File: src/mps_pkg.sv
`default_nettype none
package mps_pkg;
    // clock and enable filter timing
    localparam int CLK_MHZ         = 10;
    localparam int EN_DEBOUNCE_NS  = 100;
    localparam int EN_DEBOUNCE_RAW = (EN_DEBOUNCE_NS * CLK_MHZ + 999) / 1000;
    localparam int EN_DEBOUNCE_CYC = (EN_DEBOUNCE_RAW < 1) ? 1 : EN_DEBOUNCE_RAW;

    // register byte addresses
    localparam logic [7:0] ADDR_CTRL      = 8'h00;
    localparam logic [7:0] ADDR_STATUS    = 8'h04;
    localparam logic [7:0] ADDR_CPU_STRAP = 8'h08;
    localparam logic [7:0] ADDR_GPU_STRAP = 8'h0c;
    localparam logic [7:0] ADDR_SLEW      = 8'h10;
    localparam logic [7:0] ADDR_PULSES    = 8'h14;

    // control bits and reset value
    localparam int         CTRL_SINGLE_BIT = 0;
    localparam int         CTRL_USR_EN_BIT = 1;
    localparam logic [1:0] CTRL_RESET      = 2'h2;

    // latched strap word layout
    localparam int SF_FREQ  = 0;
    localparam int SF_IMAX  = 3;
    localparam int SF_OCP   = 6;
    localparam int SF_MON   = 9;
    localparam int SF_TRANS = 12;
    localparam int SF_OSR_OFF = 15;
    localparam logic [15:0] STRAP_RESET = 16'h0000;

    // status word layout
    localparam int ST_F_STATE = 0;
    localparam int ST_F_NPH   = 2;
    localparam int ST_F_GPU   = 4;
    localparam int ST_F_OSR   = 5;

    localparam logic [15:0] TRIM_STEP  = 16'h0004;
    localparam int          SLEW_SHIFT = 3;

    typedef enum logic [1:0] {
        ST_IDLE = 2'b00,
        ST_RUN  = 2'b01,
        ST_STOP = 2'b10
    } mps_state_type;

    // higher resistor level, higher frequency, shorter on-time
    function automatic logic [7:0] mps_ton_scale(input logic [2:0] lvl);
        return 8'hf0 - {1'b0, lvl, 4'h0};
    endfunction

    // on-time in cycles from output code, input code and frequency level
    function automatic logic [15:0] mps_ton_calc(input logic [7:0] vout,
                                                 input logic [7:0] vin,
                                                 input logic [2:0] lvl);
        logic [15:0] prod;
        prod = vout * mps_ton_scale(lvl);
        if (vin == 8'h00)
            return prod;
        return prod / {8'h00, vin};
    endfunction

    function automatic logic [7:0] mps_slew_fast(input logic [2:0] code);
        return 8'({5'h00, code} + 8'h01) << SLEW_SHIFT;
    endfunction
endpackage
`default_nettype wire

File: src/mps_chan_if.sv
`timescale 1ns/10ps
`default_nettype none
interface mps_chan_if #(parameter int NPH = 3);
    logic                  run;
    logic                  act;
    logic                  trig;
    logic                  usr_allow;
    logic                  osr_block;
    logic [1:0]            nph;
    logic [15:0]           ton;
    logic [NPH-1:0][7:0]   iph;
    logic [NPH-1:0]        hs;
    logic [NPH-1:0]        ls;
    logic                  busy;
    logic                  launch;

    modport seq (input run, act, trig, usr_allow, osr_block, nph, ton, iph,
                 output hs, ls, busy, launch);
    modport ctl (output run, act, trig, usr_allow, osr_block, nph, ton, iph,
                 input hs, ls, busy, launch);
endinterface
`default_nettype wire

File: src/mps_phase_seq.sv
`timescale 1ns/10ps
`default_nettype none
module mps_phase_seq
    import mps_pkg::*;
#(
    parameter int NPH = 3
)(
    input  wire logic clk_i,
    input  wire logic rst_n_i,
    mps_chan_if.seq   ch
);
    localparam int PW = (NPH > 1) ? $clog2(NPH) : 1;

    logic [PW-1:0]         ptr_reg;
    logic [1:0]            pend_reg;
    logic [NPH-1:0][15:0]  cnt_reg;
    logic [NPH-1:0][15:0]  cnt_next;
    logic [NPH-1:0]        hs_reg;
    logic [NPH-1:0]        ls_reg;
    logic [PW-1:0]         sel;
    logic [9:0]            summed_current_feedback;
    logic [7:0]            iavg;
    logic [15:0]           ton_trim;
    logic                  launch;

    // rotating selection; single phase always takes phase one
    assign sel = (ch.nph <= 2'd1) ? '0 : ptr_reg;

    // pulse length trimmed toward phase average
    always_comb
    begin
        summed_current_feedback = 10'h000;
        for (int p = 0; p < NPH; p++)
            if (p < int'(ch.nph))
                summed_current_feedback = summed_current_feedback + {2'b00, ch.iph[p]};
        iavg = 8'(summed_current_feedback / ((ch.nph == 2'd0) ? 10'd1 : {8'h00, ch.nph}));
        ton_trim = (ch.ton == 16'h0000) ? 16'h0001 : ch.ton;
        if (ch.iph[sel] > iavg)
            ton_trim = (ton_trim > TRIM_STEP) ? ton_trim - TRIM_STEP : 16'h0001;
        else if (ch.iph[sel] < iavg)
            ton_trim = ton_trim + TRIM_STEP;
    end

    // one pulse per trigger, at most three pending; overlap only while undershoot mode allows
    assign launch = ch.run && (pend_reg != 2'd0 || ch.trig) && cnt_reg[sel] == 16'h0000
                    && (hs_reg == '0 || ch.usr_allow);

    always_comb
    begin
        for (int p = 0; p < NPH; p++)
        begin
            cnt_next[p] = cnt_reg[p];
            if (launch && int'(sel) == p)
                cnt_next[p] = ton_trim;
            else if (cnt_reg[p] != 16'h0000)
                cnt_next[p] = cnt_reg[p] - 16'h0001;
        end
    end

    always_ff @(posedge clk_i or negedge rst_n_i)
    begin
        if (!rst_n_i)
            ptr_reg <= '0;
        else if (!ch.run)
            ptr_reg <= '0;
        else if (launch && ch.nph > 2'd1)
            ptr_reg <= (32'(ptr_reg) + 1 >= 32'(ch.nph)) ? '0 : PW'(ptr_reg + 1'b1);
    end

    always_ff @(posedge clk_i or negedge rst_n_i)
    begin
        if (!rst_n_i)
            pend_reg <= 2'd0;
        else if (!ch.run)
            pend_reg <= 2'd0;
        else if (ch.trig && !launch && pend_reg != 2'd3)
            pend_reg <= pend_reg + 2'd1;
        else if (!ch.trig && launch)
            pend_reg <= pend_reg - 2'd1;
    end

    always_ff @(posedge clk_i or negedge rst_n_i)
    begin
        if (!rst_n_i)
        begin
            cnt_reg <= '0;
            hs_reg  <= '0;
            ls_reg  <= '0;
        end
        else
        begin
            cnt_reg <= cnt_next;
            for (int p = 0; p < NPH; p++)
            begin
                hs_reg[p] <= cnt_next[p] != 16'h0000;
                ls_reg[p] <= ch.act && p < int'(ch.nph) && cnt_next[p] == 16'h0000
                             && !ch.osr_block;
            end
        end
    end

    assign ch.hs     = hs_reg;
    assign ch.ls     = ls_reg;
    assign ch.busy   = (hs_reg != '0) || (pend_reg != 2'd0);
    assign ch.launch = launch;

    a_ptr_reset:
    assert property (@(posedge clk_i) disable iff (!rst_n_i)
        !ch.run |=> ptr_reg == '0)
        else $error("rotation pointer not back at phase one");

    a_hs_exclusive:
    assert property (@(posedge clk_i) disable iff (!rst_n_i)
        launch && !ch.usr_allow |-> hs_reg == '0)
        else $error("overlapping high-side drive outside transient");

    a_one_pulse:
    assert property (@(posedge clk_i) disable iff (!rst_n_i)
        launch |=> $countones(hs_reg & ~$past(hs_reg)) == 1)
        else $error("trigger did not start exactly one pulse");

    a_single_route:
    assert property (@(posedge clk_i) disable iff (!rst_n_i)
        launch && ch.nph == 2'd1 |=> hs_reg[0])
        else $error("single phase pulse went elsewhere");

    a_rotate_order:
    assert property (@(posedge clk_i) disable iff (!rst_n_i)
        launch && ch.nph > 2'd1 && ch.run ##1 ch.run |->
        32'(ptr_reg) == ((32'($past(ptr_reg)) + 1 >= 32'($past(ch.nph))) ? 0
                         : 32'($past(ptr_reg)) + 1))
        else $error("rotation order broken");

    a_osr_ls_off:
    assert property (@(posedge clk_i) disable iff (!rst_n_i)
        ch.osr_block |=> ls_reg == '0)
        else $error("low-side drive on during overshoot");
endmodule
`default_nettype wire

File: src/mps_sequencer.sv
// Function
// - on enable rise, latch every strap and keep it for the whole run
// - each comparator trip starts one on-pulse on one phase; trips beyond three pending are dropped
// - single phase mode sends every trip to the same phase
// - multiphase mode hands trips to active phases in fixed rotation
// - rotation gives 180 degrees for two phases, 120 for three
// - no two high-side drives on together except during transients
// - per-phase pulse length trimmed to equalize currents, no setup
// - on-time follows input and output voltage; off-time follows the loop
// - phase count and gpu state decoded from sense pin ties
// - eight strap levels, settings rising monotonically with resistance
// - separate cpu and gpu straps, one common slew selection
// - slow ramp rate is exactly a quarter of fast rate
// - overshoot drops all low-side drives, restored once it subsides
// - transient strap at the 200 mV level disables overshoot cut
// - earlier trips give sooner pulses; no trips withhold pulses
// - enable filtered for 100 ns; falling enable gives soft stop
`timescale 1ns/10ps
`default_nettype none
module mps_sequencer
    import mps_pkg::*;
(
    input  wire logic         clk_i,
    input  wire logic         rst_n_i,
    input  wire logic         psel_i,
    input  wire logic         penable_i,
    input  wire logic         pwrite_i,
    input  wire logic [7:0]   paddr_i,
    input  wire logic [31:0]  pwdata_i,
    output logic [31:0]       prdata_o,
    output logic              pready_o,
    output logic              pslverr_o,
    input  wire logic         regulator_enable_in_i,
    input  wire logic [2:0]   cpu_freq_limit_strap_i,
    input  wire logic [2:0]   cpu_imax_info_i,
    input  wire logic [2:0]   cpu_overcurrent_strap_i,
    input  wire logic [2:0]   cpu_monitor_strap_i,
    input  wire logic [3:0]   cpu_transient_strap_i,
    input  wire logic [2:0]   gpu_freq_limit_strap_i,
    input  wire logic [2:0]   gpu_imax_info_i,
    input  wire logic [2:0]   gpu_overcurrent_strap_i,
    input  wire logic [2:0]   gpu_monitor_strap_i,
    input  wire logic [3:0]   gpu_transient_strap_i,
    input  wire logic [2:0]   slew_select_strap_i,
    input  wire logic [2:0]   cpu_sense_pos_high_i,
    input  wire logic [2:0]   cpu_sense_neg_low_i,
    input  wire logic         gpu_sense_pos_high_i,
    input  wire logic         gpu_sense_neg_low_i,
    input  wire logic [7:0]   vin_code_i,
    input  wire logic [7:0]   cpu_vout_code_i,
    input  wire logic [7:0]   gpu_vout_code_i,
    input  wire logic         cpu_comp_trip_i,
    input  wire logic         gpu_comp_trip_i,
    input  wire logic         cpu_usr_trip_i,
    input  wire logic         gpu_usr_trip_i,
    input  wire logic         cpu_osr_trip_i,
    input  wire logic         gpu_osr_trip_i,
    input  wire logic [23:0]  cpu_phase_current_i,
    input  wire logic [7:0]   gpu_phase_current_i,
    output logic [2:0]        cpu_high_drive_o,
    output logic [2:0]        cpu_low_drive_o,
    output logic              gpu_high_drive_o,
    output logic              gpu_low_drive_o,
    output logic [7:0]        fast_voltage_change_rate_o,
    output logic [7:0]        slow_voltage_change_rate_o,
    output logic [2:0]        cpu_ocp_level_o,
    output logic [2:0]        gpu_ocp_level_o,
    output logic              regulator_active_o
);
    mps_state_type state_reg;
    logic [7:0]    en_cnt_reg;
    logic          en_filt_reg;
    logic [15:0]   cpu_strap_reg;
    logic [15:0]   gpu_strap_reg;
    logic [15:0]   cpu_strap_in;
    logic [15:0]   gpu_strap_in;
    logic [2:0]    slew_reg;
    logic [1:0]    cpu_nph_reg;
    logic          gpu_on_reg;
    logic [1:0]    ctrl_reg;
    logic          cpu_comp_prev_reg;
    logic          gpu_comp_prev_reg;
    logic [15:0]   cpu_pulse_reg;
    logic [15:0]   gpu_pulse_reg;
    logic [31:0]   prdata_reg;
    logic [1:0]    cpu_nph_eff;
    logic          addr_ok;
    logic          apb_setup;
    logic          apb_write;
    logic [31:0]   rd_mux;

    mps_chan_if #(.NPH(3)) cpu_if ();
    mps_chan_if #(.NPH(1)) gpu_if ();

    assign cpu_strap_in = {cpu_transient_strap_i, cpu_monitor_strap_i,
                           cpu_overcurrent_strap_i, cpu_imax_info_i, cpu_freq_limit_strap_i};
    assign gpu_strap_in = {gpu_transient_strap_i, gpu_monitor_strap_i,
                           gpu_overcurrent_strap_i, gpu_imax_info_i, gpu_freq_limit_strap_i};

    always_ff @(posedge clk_i or negedge rst_n_i)
    begin
        if (!rst_n_i)
        begin
            en_cnt_reg  <= 8'h00;
            en_filt_reg <= 1'b0;
        end
        else if (regulator_enable_in_i == en_filt_reg)
            en_cnt_reg <= 8'h00;
        else if (32'(en_cnt_reg) + 1 >= EN_DEBOUNCE_CYC)
        begin
            en_cnt_reg  <= 8'h00;
            en_filt_reg <= regulator_enable_in_i;
        end
        else
            en_cnt_reg <= en_cnt_reg + 8'h01;
    end

    always_ff @(posedge clk_i or negedge rst_n_i)
    begin
        if (!rst_n_i)
            state_reg <= ST_IDLE;
        else
        begin
            unique case (state_reg)
                ST_IDLE:
                    if (en_filt_reg)
                        state_reg <= ST_RUN;
                ST_RUN:
                    if (!en_filt_reg)
                        state_reg <= ST_STOP;
                ST_STOP:
                    if (!cpu_if.busy && !gpu_if.busy)
                        state_reg <= ST_IDLE;
                default:
                    state_reg <= ST_IDLE;
            endcase
        end
    end

    // strap capture only on the way into run
    always_ff @(posedge clk_i or negedge rst_n_i)
    begin
        if (!rst_n_i)
        begin
            cpu_strap_reg <= STRAP_RESET;
            gpu_strap_reg <= STRAP_RESET;
            slew_reg      <= 3'h0;
            cpu_nph_reg   <= 2'd0;
            gpu_on_reg    <= 1'b0;
        end
        else if (state_reg == ST_IDLE && en_filt_reg)
        begin
            cpu_strap_reg <= cpu_strap_in;
            gpu_strap_reg <= gpu_strap_in;
            slew_reg      <= slew_select_strap_i;
            // unused phase: positive tied high, negative grounded
            if (cpu_sense_pos_high_i[0] && cpu_sense_neg_low_i[0])
                cpu_nph_reg <= 2'd0;
            else if (cpu_sense_pos_high_i[1] && cpu_sense_neg_low_i[1])
                cpu_nph_reg <= 2'd1;
            else if (cpu_sense_pos_high_i[2] && cpu_sense_neg_low_i[2])
                cpu_nph_reg <= 2'd2;
            else
                cpu_nph_reg <= 2'd3;
            gpu_on_reg <= !(gpu_sense_pos_high_i && gpu_sense_neg_low_i);
        end
    end

    // comparator trip edge becomes a switching trigger
    always_ff @(posedge clk_i or negedge rst_n_i)
    begin
        if (!rst_n_i)
        begin
            cpu_comp_prev_reg <= 1'b0;
            gpu_comp_prev_reg <= 1'b0;
        end
        else
        begin
            cpu_comp_prev_reg <= cpu_comp_trip_i;
            gpu_comp_prev_reg <= gpu_comp_trip_i;
        end
    end

    // forced single phase narrows the rotation
    assign cpu_nph_eff = (ctrl_reg[CTRL_SINGLE_BIT] && cpu_nph_reg != 2'd0) ? 2'd1
                                                                             : cpu_nph_reg;

    // even spacing comes from rotating over all active phases
    assign cpu_if.run       = state_reg == ST_RUN && cpu_nph_eff != 2'd0;
    assign cpu_if.act       = state_reg != ST_IDLE && cpu_nph_eff != 2'd0;
    assign cpu_if.trig      = state_reg == ST_RUN && cpu_comp_trip_i && !cpu_comp_prev_reg;
    assign cpu_if.usr_allow = ctrl_reg[CTRL_USR_EN_BIT] && cpu_usr_trip_i;
    // overshoot cut disabled by the strap level
    assign cpu_if.osr_block = cpu_osr_trip_i && !cpu_strap_reg[SF_OSR_OFF];
    assign cpu_if.nph       = cpu_nph_eff;
    // on-time from input and output voltage
    assign cpu_if.ton       = mps_ton_calc(cpu_vout_code_i, vin_code_i,
                                           cpu_strap_reg[SF_FREQ +: 3]);
    assign cpu_if.iph       = cpu_phase_current_i;

    assign gpu_if.run       = state_reg == ST_RUN && gpu_on_reg;
    assign gpu_if.act       = state_reg != ST_IDLE && gpu_on_reg;
    assign gpu_if.trig      = state_reg == ST_RUN && gpu_comp_trip_i && !gpu_comp_prev_reg;
    assign gpu_if.usr_allow = ctrl_reg[CTRL_USR_EN_BIT] && gpu_usr_trip_i;
    assign gpu_if.osr_block = gpu_osr_trip_i && !gpu_strap_reg[SF_OSR_OFF];
    assign gpu_if.nph       = {1'b0, gpu_on_reg};
    assign gpu_if.ton       = mps_ton_calc(gpu_vout_code_i, vin_code_i,
                                           gpu_strap_reg[SF_FREQ +: 3]);
    assign gpu_if.iph       = gpu_phase_current_i;

    // per-phase trim lives in the phase sequencer
    mps_phase_seq #(.NPH(3)) u_cpu_seq
    (
        .clk_i   (clk_i),
        .rst_n_i (rst_n_i),
        .ch      (cpu_if)
    );

    mps_phase_seq #(.NPH(1)) u_gpu_seq
    (
        .clk_i   (clk_i),
        .rst_n_i (rst_n_i),
        .ch      (gpu_if)
    );

    always_ff @(posedge clk_i or negedge rst_n_i)
    begin
        if (!rst_n_i)
        begin
            cpu_pulse_reg <= 16'h0000;
            gpu_pulse_reg <= 16'h0000;
        end
        else
        begin
            if (cpu_if.launch)
                cpu_pulse_reg <= cpu_pulse_reg + 16'h0001;
            if (gpu_if.launch)
                gpu_pulse_reg <= gpu_pulse_reg + 16'h0001;
        end
    end

    // apb slave, zero wait states
    assign apb_setup = psel_i && !penable_i;
    assign apb_write = psel_i && penable_i && pwrite_i && addr_ok;
    assign addr_ok   = paddr_i == ADDR_CTRL || paddr_i == ADDR_STATUS
                       || paddr_i == ADDR_CPU_STRAP || paddr_i == ADDR_GPU_STRAP
                       || paddr_i == ADDR_SLEW || paddr_i == ADDR_PULSES;

    always_comb
    begin
        rd_mux = 32'h0000_0000;
        unique case (paddr_i)
            ADDR_CTRL:
                rd_mux = {30'h0000_0000, ctrl_reg};
            ADDR_STATUS:
            begin
                rd_mux[ST_F_STATE +: 2] = state_reg;
                rd_mux[ST_F_NPH +: 2]   = cpu_nph_eff;
                rd_mux[ST_F_GPU]        = gpu_on_reg;
                rd_mux[ST_F_OSR]        = cpu_if.osr_block;
                rd_mux[ST_F_OSR + 1]    = gpu_if.osr_block;
            end
            ADDR_CPU_STRAP:
                rd_mux = {16'h0000, cpu_strap_reg};
            ADDR_GPU_STRAP:
                rd_mux = {16'h0000, gpu_strap_reg};
            ADDR_SLEW:
                rd_mux = {16'h0000, slow_voltage_change_rate_o, fast_voltage_change_rate_o};
            ADDR_PULSES:
                rd_mux = {gpu_pulse_reg, cpu_pulse_reg};
            default:
                rd_mux = 32'h0000_0000;
        endcase
    end

    always_ff @(posedge clk_i or negedge rst_n_i)
    begin
        if (!rst_n_i)
            prdata_reg <= 32'h0000_0000;
        else if (apb_setup)
            prdata_reg <= rd_mux;
    end

    always_ff @(posedge clk_i or negedge rst_n_i)
    begin
        if (!rst_n_i)
            ctrl_reg <= CTRL_RESET;
        else if (apb_write && paddr_i == ADDR_CTRL)
            ctrl_reg <= pwdata_i[1:0];
    end

    assign prdata_o  = prdata_reg;
    assign pready_o  = 1'b1;
    assign pslverr_o = psel_i && penable_i && !addr_ok;

    assign cpu_high_drive_o = cpu_if.hs;
    assign cpu_low_drive_o  = cpu_if.ls;
    assign gpu_high_drive_o = gpu_if.hs[0];
    assign gpu_low_drive_o  = gpu_if.ls[0];

    // slow rate a quarter of the common fast rate
    assign fast_voltage_change_rate_o = mps_slew_fast(slew_reg);
    assign slow_voltage_change_rate_o = mps_slew_fast(slew_reg) >> 2;
    assign cpu_ocp_level_o    = cpu_strap_reg[SF_OCP +: 3];
    assign gpu_ocp_level_o    = gpu_strap_reg[SF_OCP +: 3];
    assign regulator_active_o = state_reg != ST_IDLE;

    a_strap_hold:
    assert property (@(posedge clk_i) disable iff (!rst_n_i)
        state_reg != ST_IDLE && $past(state_reg) != ST_IDLE |->
        $stable(cpu_strap_reg) && $stable(gpu_strap_reg) && $stable(slew_reg))
        else $error("strap changed during operation");

    a_strap_latch:
    assert property (@(posedge clk_i) disable iff (!rst_n_i)
        state_reg == ST_IDLE && en_filt_reg |=>
        state_reg == ST_RUN && cpu_strap_reg == $past(cpu_strap_in))
        else $error("strap not latched at enable");

    a_slew_quarter:
    assert property (@(posedge clk_i) disable iff (!rst_n_i)
        {slow_voltage_change_rate_o, 2'b00} == {2'b00, fast_voltage_change_rate_o})
        else $error("slow rate not a quarter of fast rate");

    a_stop_no_trig:
    assert property (@(posedge clk_i) disable iff (!rst_n_i)
        !en_filt_reg ##1 !en_filt_reg |-> !cpu_if.trig && !gpu_if.trig)
        else $error("trigger accepted while disabled");

    a_osr_disabled:
    assert property (@(posedge clk_i) disable iff (!rst_n_i)
        gpu_strap_reg[SF_OSR_OFF] && gpu_osr_trip_i && gpu_if.act |=>
        gpu_low_drive_o || gpu_high_drive_o)
        else $error("overshoot cut active though disabled");
endmodule
`default_nettype wire

File: config.mk
export PLATFORM = sky130hd
export DESIGN_NAME = mps_sequencer
export DESIGN_NICKNAME = d
export VERILOG_FILES = /design/src/mps_pkg.sv /design/src/mps_chan_if.sv /design/src/mps_phase_seq.sv /design/src/mps_sequencer.sv
export SDC_FILE = /design/constraint.sdc
export NUM_CORES = 1
export LEC_CHECK = 0
export BUFFER_PORTS_ARGS = -buffer_cell sky130_fd_sc_hd__buf_2
export CAP_MARGIN = 25
export CORE_MARGIN = 2
export CORE_UTILIZATION = 40
export DETAILED_ROUTE_END_ITERATION = 16
export PLACE_DENSITY = 0.6
export SYNTH_ARGS = -nofsm -noshare
export SYNTH_HDL_FRONTEND = slang
export SYNTH_SLANG_ARGS = --single-unit
File: constraint.sdc
create_clock -name clk_i -period 35.2 [get_ports clk_i]
set_input_delay 3.52 -clock clk_i [delete_from_list [all_inputs] [get_ports clk_i]]
set_output_delay 3.52 -clock clk_i [all_outputs]
set_load 0.02 [all_outputs]
# Yosys cells after proc, flatten, opt, wreduce, memory -nomap -nowiden
# Cells that the tools add are included.
# Widths: inputs -> output; s select.
[classes]
shifts = 0
n_lt_le_gt_ge = 19
add_sub_neg = 25
n_bitwise = 3
n_eq_ne = 19
div_mod_pow = 4
reduce_logical = 112
multipliers = 2
n_mux = 59
[ops]
columns = ["op", "count"]
rows = [
  ["$mux 16", 22],
  ["$logic_not 16->1", 8],
  ["$reduce_bool 16->1", 8],
  ["$pmux 25 s4", 1],
  ["$sub 16x1->16 const B", 4],
  ["$logic_and 1x1->1", 55],
  ["$mux 8", 6],
  ["$pmux 7 s6", 1],
  ["$mux 2", 17],
  ["$add 16x1->16 const B", 2],
  ["$add 16x3->16 const B", 2],
  ["$bmux 16 s2", 1],
  ["$div 16x8->16", 2],
  ["$ge 32x1->1", 1],
  ["$ge 32x2->1", 1],
  ["$gt 16x3->1 const B", 2],
  ["$mul 8x8->16", 2],
  ["$sub 16x3->16 const B", 2],
  ["$div 10x10->10", 2],
  ["$mux 10", 2],
  ["$bmux 8 s2", 1],
  ["$eq 8x4->1 const B", 2],
  ["$eq 8x5->1 const B", 2],
  ["$gt 8x8->1", 2],
  ["40 further kinds", 95],
]
[totals]
regBits = 196
input_bits = 151
romBits = 0
mem_count = 0
out_inout_bits = 65
word_cells = 269
mem_bits_rw = 0
latch_bits = 0

# Longest topological paths before layout
[depth]
word_depth = 17
depth_mapped = 173
depth_no_buf = 166

# Hierarchy
# A second synthesis with hierarchy kept.
[hier_totals]
hier_cells = 3777
area_unflattened_um2 = 29529.6
[by_module_without_submodules]
columns = ["mod", "seq_area_each_um2", "area_per_inst_um2", "cells_each", "n_inst"]
rows = [
  ["mps_sequencer", 2929.1, 19035.8, 2394, 1],
  ["mps_phase_seq at u_cpu_seq", 1451.4, 6731.5, 878, 1],
  ["mps_phase_seq at u_gpu_seq", 525.5, 3762.4, 505, 1],
]

# Least setup slack after synthesis
# No wires, ideal clock.
[synth_timing]
kind = "input-to-reg"
start = "input port gpu_vout_code_i[2]"
end = "register u_gpu_seq.ls_reg (netlist: u_gpu_seq.ch.ls)"
setup_slack_ns = -0.578
setup_ns = 0.067
stages = 165
arrival_time_ns = 35.711
n_path_buf = 8
required_ns = 35.133
path_cell_list = "inv_1 > fa_1 > fa_1 > inv_1 > ha_1 > ha_1 > ha_1 > a21o_1 > a21oi_1 > o21ai_0 > a21oi_1 > a21o_1 > xnor2_1 > inv_1 > ha_1 > a22oi_1 > ha_1 > o21a_1 > [... 129 more ...] > o21a_1 > o21a_1 > o21ai_0 > nand2b_1 > a21oi_1 > o21ai_0 > or2_1 > buf_2 > mux2_2 > ha_1 > and4_1 > a41oi_1 > nand3_1 > nor2_1 > o211a_1 > o311a_1 > o211a_1 > o2111a_1"
[synth_between]
elab_chain_len = 12
elab_cells_between_ends = 16
classes_between = "add/sub (2); mul (1); div (1); order compare (1); mux (7); reduce/logical (4)"
[synth_rtl]
columns = ["element", "line_no", "text"]
rows = [
  ["start, declared", "mps_sequencer.sv:51", "input wire logic [7:0] gpu_vout_code_i,"],
  ["$mul 8x8->16 (*)", "mps_pkg.sv:56", "prod = vout * mps_ton_scale(lvl);"],
  ["$div 16x8->16 or $mux 16 (tied branches)", "mps_pkg.sv:59, mps_pkg.sv:57", ""],
  ["$mux 16 (*)", "mps_pkg.sv:59", "return prod / {8'h00, vin};"],
  ["$logic_not 16->1", "mps_phase_seq.sv:37", "ton_trim = (ch.ton == 16'h0000) ? 16'h0001 : ch.ton;"],
  ["$mux 16 (*)", "mps_phase_seq.sv:37", ""],
  ["$add 16x3->16, or another cell as far along", "mps_phase_seq.sv:41", "ton_trim = ton_trim + TRIM_STEP;"],
  ["$mux 16 (on tied branches)", "mps_phase_seq.sv:40, mps_phase_seq.sv:39", ""],
  ["$mux 16 (*)", "mps_phase_seq.sv:38", "if (ch.iph[sel] > iavg)"],
  ["$mux 16 (*)", "mps_phase_seq.sv:53", "if (launch && int'(sel) == p)"],
  ["$logic_not 16->1 (*)", "mps_phase_seq.sv:96", "ls_reg[p] <= ch.act && p < int'(ch.nph) && cnt_next[p] == 16'h0000"],
  ["$logic_and 1x1->1 (*)", "mps_phase_seq.sv:96", ""],
  ["$logic_and 1x1->1 (*)", "mps_phase_seq.sv:97", "&& !ch.osr_block;"],
  ["end signal, assigned by index", "mps_phase_seq.sv:96", ""],
  ["end, declared", "mps_phase_seq.sv:19", "logic [NPH-1:0] ls_reg;"],
]
# Mark *: on every way between the ends. The rest lies on a longest branch, timed or not. The select of a mux whose other input is x is not followed.
# A chain may end at the register's enable or synchronous reset.

# Final worst setup path
[layout_timing]
start = "input port cpu_vout_code_i[5]"
end = "register u_cpu_seq.ls_reg[0] (netlist: u_cpu_seq.ch.ls[0])"
[layout_between]
elab_chain_len = 12
elab_cells_between_ends = 16
classes_between = "add/sub (2); mul (1); div (1); order compare (1); mux (7); reduce/logical (4)"
[layout_rtl]
columns = ["element", "line_no", "text"]
rows = [
  ["start, declared", "mps_sequencer.sv:50", "input wire logic [7:0] cpu_vout_code_i,"],
  ["$mul 8x8->16 (*)", "mps_pkg.sv:56", ""],
  ["$div 16x8->16 or $mux 16 (tied branches)", "mps_pkg.sv:59, mps_pkg.sv:57", ""],
  ["$mux 16 (*)", "mps_pkg.sv:59", ""],
  ["$logic_not 16->1", "mps_phase_seq.sv:37", ""],
  ["$mux 16 (*)", "mps_phase_seq.sv:37", ""],
  ["$add 16x3->16, or another cell as far along", "mps_phase_seq.sv:41", ""],
  ["$mux 16 (on tied branches)", "mps_phase_seq.sv:40, mps_phase_seq.sv:39", ""],
  ["$mux 16 (*)", "mps_phase_seq.sv:38", ""],
  ["$mux 16 (*)", "mps_phase_seq.sv:53", ""],
  ["$logic_not 16->1 (*)", "mps_phase_seq.sv:96", ""],
  ["$logic_and 1x1->1 (*)", "mps_phase_seq.sv:96", ""],
  ["$logic_and 1x1->1 (*)", "mps_phase_seq.sv:97", ""],
  ["end signal, assigned by index", "mps_phase_seq.sv:96", ""],
  ["end, declared", "mps_phase_seq.sv:19", ""],
]
# Marks and branches as above.

==> impl_metrics.csv <==
group,metric,value,unit
worst_hold_path,hold_path.class,"reg -> reg",
clock_tree,root_buffer,"clkbuf_16",
finish,num-fill-cells,6603,
place,hpwlAfterDp,68.2,mm
floorplanning,start_util,0.406,
place,place_congestion,0.911,
finish,nets,4605,
clock_tree,htreeDepth,4,
critical_path,startpoint_type,"input port",
synth,synth_edf_count,0,
timing,final-max-slew-violation-count,0,
finish,drive_above_1_share,0.258,
run_status,status,"completed",
floorplanning,coreArea,67500,µm²
synth,synth_area,27400,µm²
grt,grt_pass1_wl,137,mm
timing,setup_viol,0,
grt,grt_max_degree,113,
clock_tree,cts_inserted_buffers,17,
worst_hold_path,min_from,"gpu_pulse_reg[15]",
critical_path,worstSetupStartpoint,"cpu_vout_code_i[5]",
timing,fmax,0.0296,GHz
synth,syn_inst,3496,
finish,area_growth,25.1,%
detailed_routing,ant_nets,0,
floorplanning,die_area,70600,µm²
timing,fin_tns_setup,0,ns
finish,multiInputGateArea,22200,µm²
grt,grt_pass1_vias,26607,
floorplanning,io_pins,216,
critical_path,cp.required,35.58,ns
floorplanning,fp-row-count,95,
detailed_routing,vias,28180,
clock_tree,clk_latency,0.45,ns
detailed_routing,post_drt_wl_per_cell,17.1,µm
synth,yosysUniqueCellTypes,115,
grt,antenna_found_initial,5,
synth,synthFlopType,"dfrtp_1",
clock_tree,tritoncts,"yes",
synth,yosysTopAreaCell,"dfrtp_1",
synth,synth-seq-cells,195,
floorplanning,die_y,266,µm
flow_run,maxCapViolations,0,
critical_path,crit_type,"in -> reg",
critical_path,crit_path_top_delay_cell,"fa_1",
critical_path,critical_path_arrival,34.12,ns
critical_path,crit_path_end_kind,"flip-flop",
synth,yosys-top-cells-area,"dfrtp_1, ha_1, nor2_1",
clock_tree,clockBufferDepth,2,
timing,finalHoldViolations,0,
timing,fin_crit,33.74,ns
detailed_routing,drtIter0Drc,1877,
grt,grt_usage,0.235,
critical_path,cpPeakStageDelay,0.54,ns
finish,regArea,4880,µm²
detailed_routing,totalWireLength,85.5,mm
critical_path,path_max_fanout,7,
detailed_routing,firstDrtPassIters,9,
finish,largest_reg_flops,48,
place,port_buffers,176,
floorplanning,die_w,266,µm
timing,timing.final.crit_share,0.959,
timing,fin_skew,0.0119,ns
synth,yosys_warnings,0,
detailed_routing,post-route-drc-count,0,
finish,final_common_cell,"buf_4",
critical_path,worstReg2RegStart,"cpu_strap_reg[1]",
clock_tree,clkTransAtPathRegs,0.08,ns
critical_path,crit_top_cell,"ha_1",
detailed_routing,viasPerCell,5.64,
timing,relSlewSlack,0.285,
synth,synth.top_cell.area_share,0.177,
grt,grt_overflow,0,
timing,tightest_slew,1.06,ns
synth,yosysSeqAreaShare,0.178,
synth,synthArstFlopShare,1.00,
clock_tree,postCtsHoldBufs,0,
finish,final_cell_mix,"buf_4, nand2_1, nor2_1, ha_1, dfrtp_1",
clock_tree,numClockSinks,195,
synth,postSynthAreaPerCell,7.84,µm²
finish,postLayoutCoreUtil,0.508,
through the flow:
| step | area (µm²) | worst slack [ns] | std cells | hold WS (ns) |
|---|---|---|---|---|
| after CTS | 33200 | 0.0588 | 4959 | 0.475 |
| after global placement | 32600 | -0.509 | 4924 | 0.457 |
| final | 34300 | 1.46 | 4995 | 0.472 |
| after floorplan | 27500 | 0.00403 | 3511 | 0.441 |
| after detailed placement | 32600 | -0.706 | 4927 | 0.460 |
| after global routing | 34300 | -0.182 | 4995 | 0.494 |
critical path: cells and delay by family:
kind,cells,cell delay [ns]
buffers and inverters,15,2.16
AND/OR/NAND/NOR,47,7.88
AO/OA/AOI/OAI,59,11.64
multiplexers,9,2.54
adder cells (fa/ha/maj),21,6.17
XOR/XNOR,1,0.17
routing by layer:
metal | up-vias | GRT usage | part of all wire
li1 | 14138 | - | -
met1 | 13273 | 0.313 | 0.46
met2 | 680 | 0.406 | 0.47
met3 | 87 | 0.0267 | 0.047
met4 | 2 | 0.0541 | 0.019
met5 | - | 0 | 0.00015
path summary, 6_finish.rpt:
| check | end | slack [ns] | cells past startpoint |
|---|---|---|---|
| worst max-delay path | u_cpu_seq.ch.ls[0] | 1.46 | 152 |
| worst min-delay path | gpu_pulse_reg[15] | 0.47 | 1 |
| worst max register to register | u_cpu_seq.ch.ls[0] | 3.79 | 151 |
| worst min register to register | gpu_pulse_reg[15] | 0.47 | 1 |
| max in group asynchronous | u_cpu_seq.cnt_reg[36] | 30.72 | 3 |
| min in group asynchronous | gpu_strap_reg[4] | 3.16 | 1 |
Yosys cell counts, types with 12 or more instances:
library cell	number
a211o_1	17
a211oi_1	34
a21boi_0	12
a21o_1	72
a21oi_1	189
a22oi_1	20
a31oi_1	35
and2_1	33
and3_1	26
buf_4	20
clkbuf_1	81
dfrtp_1	194
fa_1	30
ha_1	317
inv_1	181
mux2_2	89
mux2i_1	65
nand2_1	321
nand2b_1	75
nand3_1	75
nand3b_1	12
nand4_1	31
nor2_1	328
nor2b_1	45
nor3_1	160
nor3b_1	13
nor4_1	38
o2111ai_1	12
o211a_1	14
o211ai_1	26
o21a_1	122
o21ai_0	197
o21ai_1	18
o21bai_1	15
o22ai_1	18
o31ai_1	53
or2_2	32
or3_1	36
or4_1	18
xnor2_1	101
xor2_1	72
what timing repair did:
item	in CTS	in global routing
pin swaps	2	96
gates resized for setup	11	189
hold endpoints to repair	0	0
cloned	0	0
setup endpoints to repair	6	24
setup buffers	1	31
logic make-up after synthesis:
| kind of cell | Yosys count | synth area share |
|---|---|---|
| mux | 157 | 0.0621 |
| other cells | 2 | 0.000274 |
| simple gates | 1300 | 0.236 |
| compound gates | 1016 | 0.255 |
| buf+inv | 305 | 0.0455 |
| xor+xnor | 173 | 0.0553 |
| flops | 195 | 0.178 |
| fa+ha+maj | 348 | 0.167 |
cell type report:
type | count | area share
multi-input combinational | 3011 | 0.647
clock inverter | 12 | 0.00347
tap | 873 | 0.0318
clock buffer | 19 | 0.0132
antenna | 3 | 0.000219
inverter | 185 | 0.0202
sequential | 195 | 0.142
timing repair buffer | 697 | 0.142
Power is left out: the tool's default activity adds up to more than one toggle a clock period on the data nets, which glitch-free logic cannot reach.
